<file path="src/rtl/cbcr_pkg.sv">
// Constants for the commutation and brake configuration register bank.
// Assumes a single 250 MHz clock and an active-low asynchronous reset.
package cbcr_pkg;
  localparam logic [7:0] stop_brake_limit_cfg_addr = 8'h88;
  localparam logic [7:0] commutation_degauss_cfg_addr = 8'h8a;
  localparam logic [31:0] stop_brake_limit_cfg_rst = 32'h0000_0000;
  localparam logic [31:0] commutation_degauss_cfg_rst = 32'h1400_0000;
  // Fields of stop_brake_limit_cfg.
  localparam int brake_duty_lsb = 8;
  localparam int surge_guard_bit = 7;
  localparam int current_cap_lsb = 3;
  // Fields of commutation_degauss_cfg.
  localparam int parity_bit = 31;
  localparam int demag_samples_lsb = 29;
  localparam int demag_upper_lsb = 27;
  localparam int demag_lower_lsb = 25;
  localparam int to_zero_crossing_sample_lsb = 23;
  localparam int to_int_sample_lsb = 21;
  localparam int to_zero_crossing_duty_lsb = 19;
  // Sense voltage step of the current cap, in millivolts.
  localparam logic [10:0] current_cap_step_mv = 11'h064;
  // Fewest consecutive samples for the degauss check, at code zero.
  localparam logic [2:0] demag_samples_base = 3'h2;
  typedef enum logic [0:0] {
    cbcr_zero_cross = 1'b0,
    cbcr_integrate = 1'b1
  } cbcr_method_t;
endpackage

</file>
<file path="src/rtl/cbcr_regs.sv">
// Configuration registers for brake, surge guard, current cap, degauss and commutation switching.
// Assumes duty and voltage inputs come from logic on clk; only the brake pin is asynchronous.
`timescale 1ns/100ps
module cbcr_regs (
  // Clock and reset
  input wire logic clk,
  input wire logic rstn,
  // Register port
  input wire logic reg_wr,
  input wire logic reg_rd,
  input wire logic [7:0] reg_addr,
  input wire logic [31:0] reg_wdata,
  output logic [31:0] reg_rdata,
  output logic reg_rvalid,
  // Brake pin and duty, duty in tenths of a percent
  input wire logic brake_pin,
  input wire logic [9:0] duty_pm,
  output logic brake_apply,
  // Current sense in millivolts
  input wire logic [10:0] sense_mv,
  output logic current_cap_trip,
  output logic surge_guard_on,
  // Degauss sampling in millivolts
  input wire logic demag_start,
  input wire logic demag_sample_vld,
  input wire logic [15:0] phase_mv,
  input wire logic [15:0] supply_mv,
  output logic demag_done,
  // Back-EMF samples per 30 degrees
  input wire logic back_emf_count_vld,
  input wire logic [7:0] back_emf_count,
  output logic integrate_mode
);
  logic [31:0] stop_brake_limit_cfg;
  logic [31:0] commutation_degauss_cfg;
  logic brake_s1, brake_s2, brake_s3, brake_req;
  logic [2:0] demag_cnt;
  cbcr_pkg::cbcr_method_t method;

  function automatic logic [9:0] brake_thr(input logic [2:0] code);
    logic [9:0] t;
    t = 10'h000;
    unique case (code)
      3'h0: t = 10'h3e8;
      3'h1: t = 10'h1f4;
      3'h2: t = 10'h0fa;
      3'h3: t = 10'h096;
      3'h4: t = 10'h064;
      3'h5: t = 10'h04b;
      3'h6: t = 10'h032;
      3'h7: t = 10'h019;
    endcase
    return t;
  endfunction

  function automatic logic [7:0] pick4(input logic [1:0] code, input logic [31:0] tbl);
    return tbl[8*code +: 8];
  endfunction

  wire logic [2:0] brake_code = stop_brake_limit_cfg[cbcr_pkg::brake_duty_lsb +: 3];
  wire logic [3:0] cap_code = stop_brake_limit_cfg[cbcr_pkg::current_cap_lsb +: 4];
  wire logic [1:0] samp_code = commutation_degauss_cfg[cbcr_pkg::demag_samples_lsb +: 2];
  wire logic [1:0] up_code = commutation_degauss_cfg[cbcr_pkg::demag_upper_lsb +: 2];
  wire logic [1:0] lo_code = commutation_degauss_cfg[cbcr_pkg::demag_lower_lsb +: 2];
  wire logic [1:0] zcs_code = commutation_degauss_cfg[cbcr_pkg::to_zero_crossing_sample_lsb +: 2];
  wire logic [1:0] ints_code = commutation_degauss_cfg[cbcr_pkg::to_int_sample_lsb +: 2];
  wire logic [1:0] zcd_code = commutation_degauss_cfg[cbcr_pkg::to_zero_crossing_duty_lsb +: 2];

  // Lookup tables pack four byte-wide entries, code 0 in the low byte.
  wire logic [7:0] upper_off = pick4(up_code, 32'hb4_96_78_5a);
  wire logic [7:0] lower_mv = pick4(lo_code, 32'h78_5a_3c_1e);
  wire logic [7:0] zero_crossing_samples = pick4(zcs_code, 32'h08_06_04_03);
  wire logic [7:0] int_samples = pick4(ints_code, 32'h0a_08_06_04);
  wire logic [7:0] zero_crossing_duty_pc = pick4(zcd_code, 32'h14_12_0f_0c);
  wire logic [9:0] zero_crossing_duty_pm = 10'(zero_crossing_duty_pc) * 10'h00a;
  wire logic [2:0] demag_need = 3'(samp_code) + cbcr_pkg::demag_samples_base;
  wire logic [10:0] cap_mv = 11'(cap_code) * cbcr_pkg::current_cap_step_mv;
  wire logic [15:0] upper_mv = supply_mv - 16'(upper_off);
  wire logic settled = (phase_mv > 16'(lower_mv)) && (phase_mv < upper_mv) && (supply_mv > 16'(upper_off));

  always_ff @(posedge clk or negedge rstn) begin
    if (!rstn) begin
      stop_brake_limit_cfg <= cbcr_pkg::stop_brake_limit_cfg_rst;
      commutation_degauss_cfg <= cbcr_pkg::commutation_degauss_cfg_rst;
    end else if (reg_wr) begin
      if (reg_addr == cbcr_pkg::stop_brake_limit_cfg_addr) begin
        stop_brake_limit_cfg <= reg_wdata;
      end
      if (reg_addr == cbcr_pkg::commutation_degauss_cfg_addr) begin
        commutation_degauss_cfg <= reg_wdata;
      end
    end
  end

  // Unmapped addresses read as zero.
  always_ff @(posedge clk or negedge rstn) begin
    if (!rstn) begin
      reg_rdata <= 32'h0000_0000;
      reg_rvalid <= 1'b0;
    end else begin
      reg_rvalid <= reg_rd;
      if (reg_rd) begin
        if (reg_addr == cbcr_pkg::stop_brake_limit_cfg_addr) begin
          reg_rdata <= stop_brake_limit_cfg;
        end else if (reg_addr == cbcr_pkg::commutation_degauss_cfg_addr) begin
          reg_rdata <= commutation_degauss_cfg;
        end else begin
          reg_rdata <= 32'h0000_0000;
        end
      end
    end
  end

  // The pin level is taken only when the second and third stages agree, so one glitch cannot brake.
  always_ff @(posedge clk or negedge rstn) begin
    if (!rstn) begin
      brake_s1 <= 1'b0;
      brake_s2 <= 1'b0;
      brake_s3 <= 1'b0;
      brake_req <= 1'b0;
    end else begin
      brake_s1 <= brake_pin;
      brake_s2 <= brake_s1;
      brake_s3 <= brake_s2;
      if (brake_s2 == brake_s3) begin
        brake_req <= brake_s3;
      end
    end
  end

  always_ff @(posedge clk or negedge rstn) begin
    if (!rstn) begin
      brake_apply <= 1'b0;
      current_cap_trip <= 1'b0;
      surge_guard_on <= 1'b0;
    end else begin
      brake_apply <= brake_req && ((brake_code == 3'h0) || (duty_pm < brake_thr(brake_code)));
      current_cap_trip <= (cap_code != 4'h0) && (sense_mv >= cap_mv);
      surge_guard_on <= stop_brake_limit_cfg[cbcr_pkg::surge_guard_bit];
    end
  end

  always_ff @(posedge clk or negedge rstn) begin
    if (!rstn) begin
      demag_cnt <= 3'h0;
      demag_done <= 1'b0;
    end else if (demag_start) begin
      // A restart outranks a sample in the same cycle, so no sample straddles two check windows.
      demag_cnt <= 3'h0;
      demag_done <= 1'b0;
    end else if (demag_sample_vld && !demag_done) begin
      if (settled) begin
        demag_cnt <= demag_cnt + 3'h1;
        demag_done <= (demag_cnt + 3'h1) >= demag_need;
      end else begin
        demag_cnt <= 3'h0;
      end
    end
  end

  // Separate limits give hysteresis; between them the method holds unless duty_pm drops below zero_crossing_duty_pm.
  always_ff @(posedge clk or negedge rstn) begin
    if (!rstn) begin
      method <= cbcr_pkg::cbcr_zero_cross;
    end else begin
      unique case (method)
        cbcr_pkg::cbcr_zero_cross: begin
          if (back_emf_count_vld && (back_emf_count > int_samples)) begin
            method <= cbcr_pkg::cbcr_integrate;
          end
        end
        cbcr_pkg::cbcr_integrate: begin
          if ((back_emf_count_vld && (back_emf_count < zero_crossing_samples)) ||
              (duty_pm < zero_crossing_duty_pm)) begin
            method <= cbcr_pkg::cbcr_zero_cross;
          end
        end
      endcase
    end
  end

  assign integrate_mode = (method == cbcr_pkg::cbcr_integrate);

  brake_hold_a: assert property (@(posedge clk) disable iff (!rstn)
    !$past(brake_req) |-> !brake_apply) else $error("brake applied without request");
  brake_now_a: assert property (@(posedge clk) disable iff (!rstn)
    ($past(brake_req) && $past(brake_code) == 3'h0) |-> brake_apply) else $error("immediate brake missing");
  brake_duty_a: assert property (@(posedge clk) disable iff (!rstn)
    ($past(brake_req) && $past(brake_code) == 3'h1 && $past(duty_pm) >= 10'h1f4) |-> !brake_apply)
    else $error("brake above half duty");
  cap_off_a: assert property (@(posedge clk) disable iff (!rstn)
    ($past(cap_code) == 4'h0) |-> !current_cap_trip) else $error("cap tripped while disabled");
  cap_level_a: assert property (@(posedge clk) disable iff (!rstn)
    ($past(cap_code) == 4'h5 && $past(sense_mv) == 11'h1f4) |-> current_cap_trip) else $error("cap at 0.5 V missed");
  cfg_read_a: assert property (@(posedge clk) disable iff (!rstn)
    (reg_rd && reg_addr == cbcr_pkg::commutation_degauss_cfg_addr && !reg_wr) |=>
    (reg_rvalid && reg_rdata == $past(commutation_degauss_cfg))) else $error("degauss config read wrong");
  demag_min_a: assert property (@(posedge clk) disable iff (!rstn)
    $rose(demag_done) |-> $past(demag_cnt) + 3'h1 >= $past(demag_need)) else $error("degauss done too early");
  demag_need_a: assert property (@(posedge clk) disable iff (!rstn)
    (!demag_start && demag_sample_vld && !demag_done && settled && demag_cnt + 3'h1 >= demag_need) |=> demag_done)
    else $error("degauss done missing");
  to_int_a: assert property (@(posedge clk) disable iff (!rstn)
    $rose(integrate_mode) |-> ($past(back_emf_count_vld) && $past(back_emf_count) > $past(int_samples)))
    else $error("integration entered without crossing");
  to_zero_crossing_a: assert property (@(posedge clk) disable iff (!rstn)
    $fell(integrate_mode) |-> (($past(back_emf_count_vld) && $past(back_emf_count) < $past(zero_crossing_samples))
    || $past(duty_pm) < $past(zero_crossing_duty_pm))) else $error("zero crossing entered without crossing");
  duty_drop_a: assert property (@(posedge clk) disable iff (!rstn)
    (integrate_mode && duty_pm < zero_crossing_duty_pm) |=> !integrate_mode) else $error("low duty kept integration");
  hyst_band_a: assert property (@(posedge clk) disable iff (!rstn)
    (back_emf_count_vld && back_emf_count >= zero_crossing_samples && back_emf_count <= int_samples &&
    duty_pm >= zero_crossing_duty_pm) |=> $stable(integrate_mode)) else $error("method changed inside band");
endmodule

</file>
<file path="config.mk">
export PLATFORM = sky130hd
export DESIGN_NAME = cbcr_regs
export DESIGN_NICKNAME = d
export VERILOG_FILES = /design/src/rtl/cbcr_pkg.sv /design/src/rtl/cbcr_regs.sv
export SDC_FILE = /design/constraint.sdc
export NUM_CORES = 1
export LEC_CHECK = 0
export BUFFER_PORTS_ARGS = -buffer_cell sky130_fd_sc_hd__clkbuf_2
export CORE_ASPECT_RATIO = 1.1
export CORE_MARGIN = 4
export CORE_UTILIZATION = 50
export DETAILED_ROUTE_END_ITERATION = 16
export MAX_ROUTING_LAYER = met4
export PLACE_DENSITY = 0.75
export SYNTH_ARGS = -nofsm -noshare
export SYNTH_HDL_FRONTEND = slang
export SYNTH_SLANG_ARGS = --single-unit
export TNS_END_PERCENT = 20
</file>
<file path="constraint.sdc">
create_clock -name clk -period 6.3 [get_ports clk]
set_input_delay 0.315 -clock clk [delete_from_list [all_inputs] [get_ports clk]]
set_output_delay 0.315 -clock clk [all_outputs]
set_load 0.01 [all_outputs]
</file>
==> results.md, run 1 <==
- The critical path's slowest cell is dfstp_2.
- The maximum level of the CTS H-tree is 3.
- The startpoint class of the critical path is a register.
- The type of the worst min-delay path is in -> async.
- The worst stage delay on the critical path is approximately 580 ps.
- The first global-routing pass estimated roughly 24000 um of wire.
- The clock passes through at most 2 buffers.
- Once detailed placement completed, the half-perimeter wirelength came to roughly 11000 um.
- The critical path in this run is classified as reg -> reg.
- The remaining max-slew budget at the tightest pin is between 30% and 40%.
- The total number of vias is just under 5000.
- The ratio of cells with drive above 1 in the final layout is around 32%.
- Excluding fillers, the count of instances in the completed layout stands at approximately 900.
- Across the routed clock network, the largest skew measured is ~9.8 ps.
- The flow ran to the end, and the final reports show no timing, DRC or antenna violations.
- The post-CTS setup buffer count is 0.
- The first routing iteration left between 200 and 300 violations.
- The clock tree root buffer cell is clkbuf_16.
- The global routing usage on met2 is between 30 and 40%.
- Leaving out fill and tap cells, the most frequent cell in the layout is clkbuf_2.
- The worst setup path is captured at a register.
- The number of nets handed over by synthesis was a little under 800.
- After synthesis, the largest area contributor takes up approximately 42% of total cell area.
- The floorplan die area is around 15000 um2.
- Internal power comes to approximately 1200 uW.
- The via count of the first global-routing pass came to 5065.
- The post-detailed-route count of antenna-violating nets is 0.
- The net switching share of the total power is 27.3%.
- In the global route stage, met1 resource usage came out at 27.2%.
- In this run the vertical extent of the chip is approximately 130 um.
- After detailed routing, the average wire length per cell comes to about 17 um.
- The pin count of the biggest net entering global routing is 66.
- The actual slew at the worst max-slew pin is slightly above 900 ps.
- The count of warnings emitted by yosys is 0.
- The smallest clock period supported by the final layout is computed as 3700 ps.
- The average cell area after synthesis is between 10 and 15 um2.
- The clock insertion delay at the later pin of the skew report is ~350 ps.
- TritonCTS built the clock tree.
- For the worst setup path, the data required time is ~6600 ps.
- After clock tree synthesis, the repair step resized 0 gates.
- The number of different library cells in the post-synthesis netlist is 54.
- The power density normalized to cell area is 210 nW/um2.
- For this run, the leading register cell type out of synthesis is dfrtp_1.
- The signal on the critical path passes through inv_1 > ha_1 > o21a_1 > o21ai_1 > nand2b_1 > a221o_1 > nor3_1 > xnor2_1 > ha_1 > a211oi_1 > o2111ai_1 > a21oi_1 > o21ai_1 > nor4b_4 > mux2_2.
- The global routing stage identified its most utilized layer as met2.
- The number of instances in the placed design is between 800 and 900.
- At the end of the flow the core is filled with cells to just over 60%.
- The area added between synthesis and finish is 18.3%.
- The largest voltage drop on the vdd net is about 0.00013 V.
- Final hold analysis gives a worst-case slack of about 3 ps.
- Yosys mapped a number of flops with a built-in enable equal to 0.
- After technology mapping, the gate count stands at 580.
- The count of nets after finishing is 911.
- Hold repair after CTS inserted 0 buffers.
- In this run the tool buffered the top-level ports with about 150 buffer cells.
- The overall die width is around 120 um.
- After filler insertion, the fill cell instance count of the layout stands at between 1000 and 1500.
- Once the floorplan was initialized, standard cells occupied 52.0% of the core.
- The total overflow reported by the global router is 0.
- In the layout the commonest cells are clkbuf_2, dfrtp_1, ha_1, mux2_2, a21oi_1.
- The combinational power share is ~17%.
- The critical path arrival is approximately 4000 ps.
- Setup repair after global routing left no endpoint under its margin.
- The total detailed-routing wirelength is between 10000 and 15000 um.
- The fmax is ~0.27 GHz.
- The net switching power is approximately 430 uW.
- Global routing consumed, on the met3 layer, 3.81% of the routing resources.
- The floorplan step defined a core boundary enclosing approximately 12000 um2.
- The synthesis-stage register bit count is between 100 and 150.
- The total negative setup slack is 0 ps.
- Setup violations remaining at the end of the flow were counted as 0.
- The fraction of registers with async set or reset after synthesis is between 90% and 100%.
- The first detailed-routing pass ran for 4 iterations.
- The number of antenna violations at the first check in global routing was 0.
- The reported leakage power is 0.00383 uW.
- The floorplan row count is 42.
- The fraction of the yosys area taken by sequential cells is 42.9%.
- The total inserted antenna cells is 0.
- Counting every sink on the clock net gives around 110.
- The worst-path maximum fanout is 5.
- Registers are responsible for between 40 and 50% of the overall power.
- After detailed routing, the number of remaining DRC violations is 0.
- By area the synthesized netlist is led by dfrtp_1, ha_1, mux2_2.
- After synthesis the cells add up to 6370 um2.
- The category of cells accounting for the largest share of critical-path delay is compound AO/OA/AOI/OAI gates.
- The number of buffers created by CTS is 9.
- Dividing the final minimum period by the clock period gives 58.7%.
- Dividing the detail-routed via count by the number of cells gives 5.63.
- The fraction of power consumed by the clock network is between 30% and 40%.
- The buffer and inverter count on the worst path is 1.
- The number of hold violations in the final report is 0.
- The final-report max-slew violation count was 0.
- The total I/O pin count is approximately 150.
- After clock tree synthesis, the clock-pin slew on the worst setup and hold paths is 70 ps.
- The tool flagged a number of max-cap violations equal to 0.
- The congestion estimate from routability-driven global placement came to 0.922.
- For this run, the total global-route usage over all layers was measured as a little over a fifth.
- The largest total area in the synthesized netlist belongs to dfrtp_1.
[sequential cells by signal (all words and copies together) (netlist names), 3 cells and up]
name and count:
commutation_degauss_cfg 32, demag_cnt 3, reg_rdata 32, stop_brake_limit_cfg 32
[layer usage]
metal / vias to the layer above / share of wire, %
met1: 2387 / 45
met4: 0 / 1.6
met5: - / 0
met3: 16 / 5.8
li1: 2402 / -
met2: 134 / 48
[logic make-up after synthesis]
| group | synth area share (%) |
|---|---|
| compound gates | 13.8 |
| flops | 42.9 |
| simple gates | 9.06 |
| fa+ha+maj | 16.6 |
| mux | 11.8 |
| buf+inv | 3.48 |
| xor+xnor | 2.34 |
[synth_stat cells, types with 7 or more instances]
library cell,instances
a21oi_1,51
o21ai_0,13
nor2_1,43
ha_1,82
nand2b_1,7
clkbuf_1,13
a22oi_1,32
nand2_1,18
xor2_1,11
a211oi_1,7
dfrtp_1,107
inv_1,36
mux2_2,58
mux2_1,7
[power by group through the flow]
stage | clock (uW) | combinational (uW) | sequential (uW)
2_1_floorplan | 0 | 145 | 785
3_3_place_gp | 0 | 257 | 781
3_5_place_dp | 0 | 269 | 783
4_1_cts | 562 | 271 | 770
5_1_grt | 589 | 305 | 775
6_report | 548 | 266 | 770
[worst register-to-register path: stages (launching register included)]
cell and delay [ps]:
dfstp_2 580, inv_1 80, ha_1 340, o21a_1 140, o21ai_1 160, nand2b_1 110, a221o_1 380, nor3_1 240
xnor2_1 150, ha_1 270, a211oi_1 240, o2111ai_1 150, a21oi_1 120, o21ai_1 110, nor4b_4 360, mux2_2 210
[worst paths after layout]
kind                                             startpoint                     endpoint  slack, ps  cells after the start
worst max-delay path            commutation_degauss_cfg[28]                 demag_cnt[0]       2600                     15
worst min-delay path                                   rstn                     brake_s2          3                      1
max in group asynchronous                              rstn  commutation_degauss_cfg[15]       5160                      2
min in group clk                                  brake_pin                     brake_s1         80                      1
worst max register to register  commutation_degauss_cfg[28]                 demag_cnt[0]       2600                     15
worst min register to register                     brake_s1                     brake_s2        350                      0
[layout make-up]
type	instances	area, um2	share of cell area, %
multi-input combinational	414	3420	45.5
clock buffer	10	239	3.17
inverter	36	135	1.79
sequential	109	2730	36.3
timing repair buffer	149	756	10.0
tap	154	193	2.56
clock inverter	6	52.6	0.698
[through the flow]
stage	area, um2	power, uW	setup slack (ps)
6_report	7530	1580	2600
5_1_grt	7530	1670	2300
4_1_cts	7530	1600	2580
3_5_place_dp	7240	1050	2640
3_3_place_gp	7240	1040	2720
2_1_floorplan	6370	930	2950
Note: power is estimated with default switching activity, not from simulation.
==> run 2: changes to the inputs <==
--- a/config.mk
+++ b/config.mk
@@ -8,10 +8,10 @@
 export BUFFER_PORTS_ARGS = -buffer_cell sky130_fd_sc_hd__clkbuf_2
 export CORE_ASPECT_RATIO = 1.1
 export CORE_MARGIN = 4
-export CORE_UTILIZATION = 50
+export CORE_UTILIZATION = 49
 export DETAILED_ROUTE_END_ITERATION = 16
 export MAX_ROUTING_LAYER = met4
-export PLACE_DENSITY = 0.75
+export PLACE_DENSITY = 0.77
 export SYNTH_ARGS = -nofsm -noshare
 export SYNTH_HDL_FRONTEND = slang
 export SYNTH_SLANG_ARGS = --single-unit
==> constraint.sdc (replaced) <==
create_clock -name clk -period 3.3 [get_ports clk]
set_input_delay 0.165 -clock clk [delete_from_list [all_inputs] [get_ports clk]]
set_output_delay 0.165 -clock clk [all_outputs]
set_load 0.01 [all_outputs]
==> run 2 against run 1 <==
The run now ends with negative setup slack left; flip-flop and latch count stayed put; clock power grew 95%; register-to-register slack worse by 2700 ps; clock skew down 1.1 ps; wire length grew 4.6%; global-route usage up 0.62 points; power up 95%; utilization hardly changed; sequential share of layout area is 1.1 points lower; first-iteration DRC count decreased by 5.8%; worst setup slack worse by 2700 ps; non-clock buffer count up 19; critical path type unchanged; largest cell class unchanged; highest routed layer unchanged.
==> results.md, run 2 (synthesis results as in run 1) <==
- The utilization after layout is 61.5% (about the same).
- TritonCTS built the clock tree.
- The count of nets after finishing is 930 (+2.1%).
- The placed wire-length estimate after detailed placement is 11800 um (+5.4%).
- The first-iteration detailed-routing DRC count came to 276 (-5.8%).
- The total overflow reported by the global router is 0 (unchanged).
- The global placer's final weighted congestion is 0.920 (-0.14%).
- The reported leakage power is 0.00393 uW (+2.6%).
- The total number of vias came to 5049 (+2.2%).
- The critical path arrival is 3600 ps (-390 ps).
- Setup repair after global routing could not meet its margin everywhere.
- The total inserted antenna cells is 0 (unchanged).
- The setup slack at placement is -226 ps (-2870 ps).
- The post-layout minimum cycle time is 3370 ps (-331 ps).
- The total detailed-routing wirelength is 15300 um (+4.6%).
- The classification of the worst setup path is reg -> reg.
- The number of max-capacitance violations reported is 0 (unchanged).
- The ratio of cells with drive above 1 in the final layout is 35.5% (+3.2 points).
- The wire length of the first global-routing pass was 24900 um (+3.8%).
- The final-report max-slew violation count came to 0 (unchanged).
- The final worst clock skew came to 8.73 ps (-1.06 ps).
- The checks that failed: negative setup slack.
- The total power consumption of the routed design was 3090 uW (+95%).
- The clock-pin slew on the worst setup and hold paths is 70 ps (about the same).
- The fmax is 0.297 GHz (+9.8%).
- The count of TritonRoute iterations in the first routing pass came to 4 (unchanged).
- The overall die width came to 117 um (+0.95%).
- Leaving out fill and tap cells, the most frequent cell in the layout is clkbuf_2.
- The data required time at the worst endpoint was 3530 ps (-3060 ps).
- The worst hold path belongs to the class in -> reg.
- The global-route usage over all layers is 21.6% (+0.62 points).
- Relative to the synthesized area, the layout overhead comes to 22.2%.
- The number of setup violations in the final report is 4 (+4).
- The fraction of power consumed by the clock network is 34.6% (about the same).
- The clock insertion delay at the later pin of the skew report was 350 ps (about the same).
- The starting density of the core is 50.4% (-1.6 points).
- The number of buffer cells added on primary ports is 146 (unchanged).
- The total I/O pin count is 147 (unchanged).
- The actual slew at the worst max-slew pin was 899 ps (-33.5 ps).
- The number of clock sinks is 109 (unchanged).
- The power density normalized to cell area came to 397 nW/um2 (+89%).
- The worst setup path is captured at a register.
- The clock tree root buffer cell is clkbuf_16.
- In the layout the commonest cells are clkbuf_2, dfrtp_1, ha_1, mux2_2, a21oi_1.
- The maximum level of the CTS H-tree is 3 (unchanged).
- The number of hold violations in the final report is 0 (unchanged).
- The remaining max-slew budget at the tightest pin is 39.9% (+2.2 points).
- The largest voltage drop on the vdd net came to 0.000274 V (+110%).
- The worst-path maximum fanout is 4 (-1).
- The largest registers in the layout are commutation_degauss_cfg x32, reg_rdata x32, stop_brake_limit_cfg x32.
- The post-detailed-route count of antenna-violating nets is 0 (unchanged).
- The overall die height was 128 um (+0.95%).
- The relative contribution of sequential cells to total power is 47.6% (-1.0 points).
- The net switching share of the total power is 27.7% (+0.44 points).
- The floorplan die area is 14900 um2 (+1.9%).
- The share of the clock period used by the worst path is 102% (+43 points).
- The routed length per placed instance is 17.0 um (+2.0%).
- The pin count of the biggest net entering global routing is 59 (-11%).
- The placeable core area was 12600 um2 (+3.3%).
- The net switching power is 856 uW (+98%).
- The maximum clock path buffer count was 2 (unchanged).
- The detail-routed via count per cell was 5.61 (-0.27%).
- The post-route worst setup slack was -69.7 ps (-2670 ps).
- The via count of the first global-routing pass came to 5270 (+4.0%).
- The internal power was 2230 uW (+94%).
- The number of buffers created by CTS is 9 (unchanged).
- The startpoint class of the critical path is a register.
- The number of antenna violations at the first check in global routing came to 0 (unchanged).
- The floorplan row count is 43 (+2.4%).
- The combinational power share is 17.8% (+1.0 points).
- The detailed-route DRC error count is 0 (unchanged).
- The flow ran to the end, but the final reports show violations.
run 2: changes by cell type in the layout (fill, tap and decap cells not counted), sizes merged:
cell | before | now
dlygate4sd3 | 0 | 2
buf | 4 | 21
run 2: path summary, 6_finish.rpt:
kind / from / endpoint / slack, ps / depth (start not counted)
setup / recovery: commutation_degauss_cfg[28] / demag_cnt[0] / -70 / 15
hold / removal: demag_start / demag_done / 30 / 2
hold reg to reg: brake_s1 / brake_s2 / 350 / 0
min in group asynchronous: rstn / brake_req / 410 / 2
max in group asynchronous: rstn / commutation_degauss_cfg[26] / 1950 / 3
setup reg to reg: commutation_degauss_cfg[28] / demag_cnt[0] / -70 / 15
run 2: timing repair:
item                                   4_1_cts  5_1_grt
hold buffers                                 2        0
setup endpoints to repair                    4        4
gates resized for setup                     11        3
setup buffers                                1        0
pin swaps                                   14        5
endpoints found under the hold margin       57        0
run 2: critical path: stages, from the launching register on:
cell,delay (ps)
dfstp_2,530
inv_1,70
ha_4,230
o21a_1,110
o21ai_1,160
nand2b_1,100
a221o_1,390
nor4b_2,270
xnor2_1,100
ha_1,310
nand4_1,140
nor2_2,140
o211ai_1,110
a31oi_2,240
nor4b_4,90
mux2_4,270
run 2: power by group through the flow:
| stage | logic (uW) | registers, uW | clock network [uW] |
|---|---|---|---|
| floorplan | 277 | 1500 | 0 |
| global placement | 509 | 1490 | 0 |
| detailed placement | 533 | 1500 | 0 |
| CTS | 555 | 1470 | 1090 |
| global route | 630 | 1480 | 1150 |
| finish | 549 | 1470 | 1070 |
run 2: final cells by class:
type | count | area (um2)
Fill cell | 1078 | 4870
Multi-Input combinational cell | 414 | 3510
Sequential cell | 109 | 2730
Timing Repair Buffer | 168 | 903
Clock buffer | 10 | 239
Tap cell | 157 | 196
Inverter | 36 | 135
Clock inverter | 6 | 62.6
run 2: per-stage QoR:
| stage | TNS (ps) | hold slack [ps] | area [um2] | instances |
|---|---|---|---|---|
| after floorplan | 0 | -131 | 6370 | 580 |
| after global placement | -539 | 258 | 7370 | 881 |
| after CTS | -323 | 19.1 | 7760 | 900 |
| after global routing | -1280 | 52.8 | 7780 | 900 |
| after detailed placement | -804 | 267 | 7370 | 881 |
| final | -198 | 28.7 | 7780 | 900 |
run 2: metal layers:
metal | vias to the layer above | GRT usage (%) | share of wire [%] | wire (um)
met3 | 10 | 2.94 | 5.6 | 857
met4 | 0 | 5.87 | 0.82 | 125
met2 | 133 | 37.2 | 52 | 7940
met5 | - | - | 0 | 0
met1 | 2483 | 26.5 | 42 | 6350
li1 | 2423 | - | - | -
==> run 3: changes to the inputs <==
--- a/config.mk
+++ b/config.mk
@@ -8,10 +8,12 @@
 export BUFFER_PORTS_ARGS = -buffer_cell sky130_fd_sc_hd__clkbuf_2
 export CORE_ASPECT_RATIO = 1.1
 export CORE_MARGIN = 4
-export CORE_UTILIZATION = 49
+export CORE_UTILIZATION = 50
+export CTS_BUF_LIST = sky130_fd_sc_hd__clkbuf_4
 export DETAILED_ROUTE_END_ITERATION = 16
 export MAX_ROUTING_LAYER = met4
-export PLACE_DENSITY = 0.77
+export PLACE_DENSITY = 0.75
+export SKIP_CTS_REPAIR_TIMING = 1
 export SYNTH_ARGS = -nofsm -noshare
 export SYNTH_HDL_FRONTEND = slang
 export SYNTH_SLANG_ARGS = --single-unit
==> constraint.sdc (replaced) <==
create_clock -name clk -period 3.9 [get_ports clk]
set_input_delay 0.195 -clock clk [delete_from_list [all_inputs] [get_ports clk]]
set_output_delay 0.195 -clock clk [all_outputs]
set_load 0.01 [all_outputs]
==> run 3 against run 2 <==
The flow now finishes without violations; via count increased by 1.9%; first-iteration DRC count increased by 12%; critical path depth unchanged; die area decreased by 1.9%; flip-flop and latch count unchanged; sequential power decreased by 15%; clock skew increased by 1.8 ps; largest cell class unchanged; non-clock buffer count increased by 18; final cell count increased by 1.7%; utilization increased by 1.8 points; sequential share of layout area increased by 0.091 points; power decreased by 27%.
==> results.md, run 3 (synthesis results as in run 1) <==
- The flow ran to the end, and the final reports show no timing, DRC or antenna violations.
- The total inserted antenna cells is 0 (unchanged).
- The worst-path maximum fanout is 5 (+1).
- The final worst clock skew was 10.6 ps (+1.85 ps).
- The capturing element type of the critical path is a register.
- The clock insertion delay at the later pin of the skew report came to 460 ps (+110 ps).
- The post-detailed-route count of antenna-violating nets came to 0 (unchanged).
- The classification of the worst setup path is reg -> reg.
- The placed wire-length estimate after detailed placement came to 11200 um (-4.5%).
- The reported leakage power came to 0.00391 uW (-0.57%).
- The net switching share of the total power is 30.2% (+2.5 points).
- The largest registers in the layout are commutation_degauss_cfg x32, reg_rdata x32, stop_brake_limit_cfg x32.
- The number of buffer cells added on primary ports is 146 (unchanged).
- The TritonCTS clock tree is done.
- The post-layout minimum cycle time is 3620 ps (+247 ps).
- The share of the clock period used by the worst path is 92.7% (-9.4 points).
- The starting density of the core is 52.0% (+1.6 points).
- The global-route usage over all layers is 21.2% (-0.34 points).
- The placeable core area is 12200 um2 (-3.2%).
- The count of nets after finishing was 948 (+1.9%).
- The pin count of the biggest net entering global routing came to 86 (+46%).
- The total negative setup slack was 0 ps (+198 ps).
- The data required time at the worst endpoint was 4310 ps (+780 ps).
- The number of buffers created by CTS is 9 (unchanged).
- The internal power is 1570 uW (-30%).
- The launch point of the worst path is commutation_degauss_cfg[28].
- The post-route worst setup slack came to 283 ps (+353 ps).
- The critical path arrival is 4030 ps (+430 ps).
- The number of antenna violations at the first check in global routing is 0 (unchanged).
- The worst hold path belongs to the class in -> reg.
- The number of clock sinks was 109 (unchanged).
- The detailed-route DRC error count came to 0 (unchanged).
- Setup repair after global routing left no endpoint under its margin.
- The floorplan die area is 14600 um2 (-1.9%).
- The number of setup violations in the final report is 0 (-4).
- The number of hold violations in the final report is 0 (unchanged).
- The fraction of power consumed by the clock network is 23.9% (-11 points).
- The number of max-capacitance violations reported is 0 (unchanged).
- STA classifies the critical path startpoint as a register.
- The overall die height is 126 um (-0.94%).
- The setup slack at placement came to 261 ps (+487 ps).
- The count of TritonRoute iterations in the first routing pass is 4 (unchanged).
- The total detailed-routing wirelength is 15100 um (-1.3%).
- The area growth from synthesis to layout is 21.8%.
- The clock-pin slew on the worst setup and hold paths came to 160 ps (+90 ps).
- The total overflow reported by the global router is 0 (unchanged).
- The worst register-to-register path begins at commutation_degauss_cfg[28].
- The final cell count without fillers is 915 (+1.7%).
- The power density normalized to cell area was 290 nW/um2 (-27%).
- The overall die width was 116 um (-0.94%).
- In the layout the commonest cells are clkbuf_2, dfrtp_1, ha_1, mux2_2, a21oi_1.
- The remaining max-slew budget at the tightest pin is 29.2% (-11 points).
- The number of instances in the placed design is 863 (-2.0%).
- The floorplan row count is 42 (-2.3%).
- The final-report max-slew violation count is 0 (unchanged).
- The via count of the first global-routing pass is 5253 (-0.32%).
- The maximum clock path buffer count is 2 (unchanged).
- The ratio of cells with drive above 1 in the final layout came to 31.3% (-4.3 points).
- The relative contribution of sequential cells to total power was 55.4% (+7.8 points).
- The actual slew at the worst max-slew pin came to 1060 ps (+163 ps).
- The wire length of the first global-routing pass is 24500 um (-1.6%).
- The library cell used most frequently in the layout, excluding fill and tap cells, is clkbuf_2.
- The fmax came to 0.276 GHz (-6.8%).
- The first-iteration detailed-routing DRC count is 310 (+12%).
- The combinational power share is 20.6% (+2.8 points).
- The worst hold slack is 79.4 ps (+50.6 ps).
- The net switching power is 679 uW (-21%).
- The routed length per placed instance is 16.5 um (-2.9%).
- The maximum level of the CTS H-tree is 3 (unchanged).
- The largest voltage drop on the vdd net is 0.000159 V (-42%).
- The total number of vias is 5145 (+1.9%).
- The origin of the worst min-delay path is duty_pm[6].
- The total I/O pin count is 147 (unchanged).
- The global placer's final weighted congestion is 0.937 (+1.8%).
- The clock tree root buffer cell is clkbuf_4.
- The detail-routed via count per cell came to 5.62 (+0.23%).
-- run 3: cell count changes in the layout (fill, tap and decap cells not counted), sizes merged --
cell,previous run,this run
buf,21,5
clkbuf,155,154
clkinvlp,0,2
dlygate4sd3,2,36
inv,39,38
-- run 3: routing by layer --
layer  global-route usage, %  share of wire (%)  up-vias
li1                        -                  -     2467
met1                    26.0                 43     2517
met2                    35.7                 50      140
met3                    4.05                5.5       21
met4                    6.01                1.6        0
met5                       -                  0        -
-- run 3: final cells by class --
type,count,area (um2)
clock buffers,9,67.6
clock inverters,7,68.8
fillers,984,4490
inverters,36,135
multi-input cells,414,3440
flip-flops and latches,109,2730
well taps,154,193
repair buffers,186,1120
-- run 3: worst paths after layout --
check | end | slack (ps) | depth (start not counted)
setup / recovery | demag_cnt[0] | 280 | 15
hold / removal | brake_apply | 80 | 3
setup reg to reg | demag_cnt[0] | 280 | 15
hold reg to reg | brake_s2 | 370 | 0
max in group asynchronous | stop_brake_limit_cfg[24] | 2500 | 3
min in group asynchronous | reg_rvalid | 410 | 2
-- run 3: worst max-delay path, cell delays in order (launching register included) --
cell       delay (ps)
dfstp_2           610
inv_1              70
ha_1              340
o21a_1            140
o21ai_1           150
nand2b_1          110
a221o_1           400
nor3_2            200
xnor2_1           140
ha_1              260
a211oi_1          230
o2111ai_1         150
a21oi_1           120
o21ai_1           110
nor4b_4           340
mux2_2            200
-- run 3: power groups by stage --
stage	Clock (uW)	Combinational (uW)	Sequential, uW
2_1_floorplan	0	235	1270
3_3_place_gp	0	414	1260
3_5_place_dp	0	435	1270
4_1_cts	562	437	1240
5_1_grt	598	528	1250
6_report	538	463	1250
-- run 3: through the flow --
stage	utilization, %	power [uW]	cell area [um2]
after detailed placement	59.2	1700	7250
final	63.3	2250	7760
after global placement	59.2	1680	7250
after CTS	60.3	2240	7380
after global routing	63.3	2380	7760
after floorplan	-	1500	6370
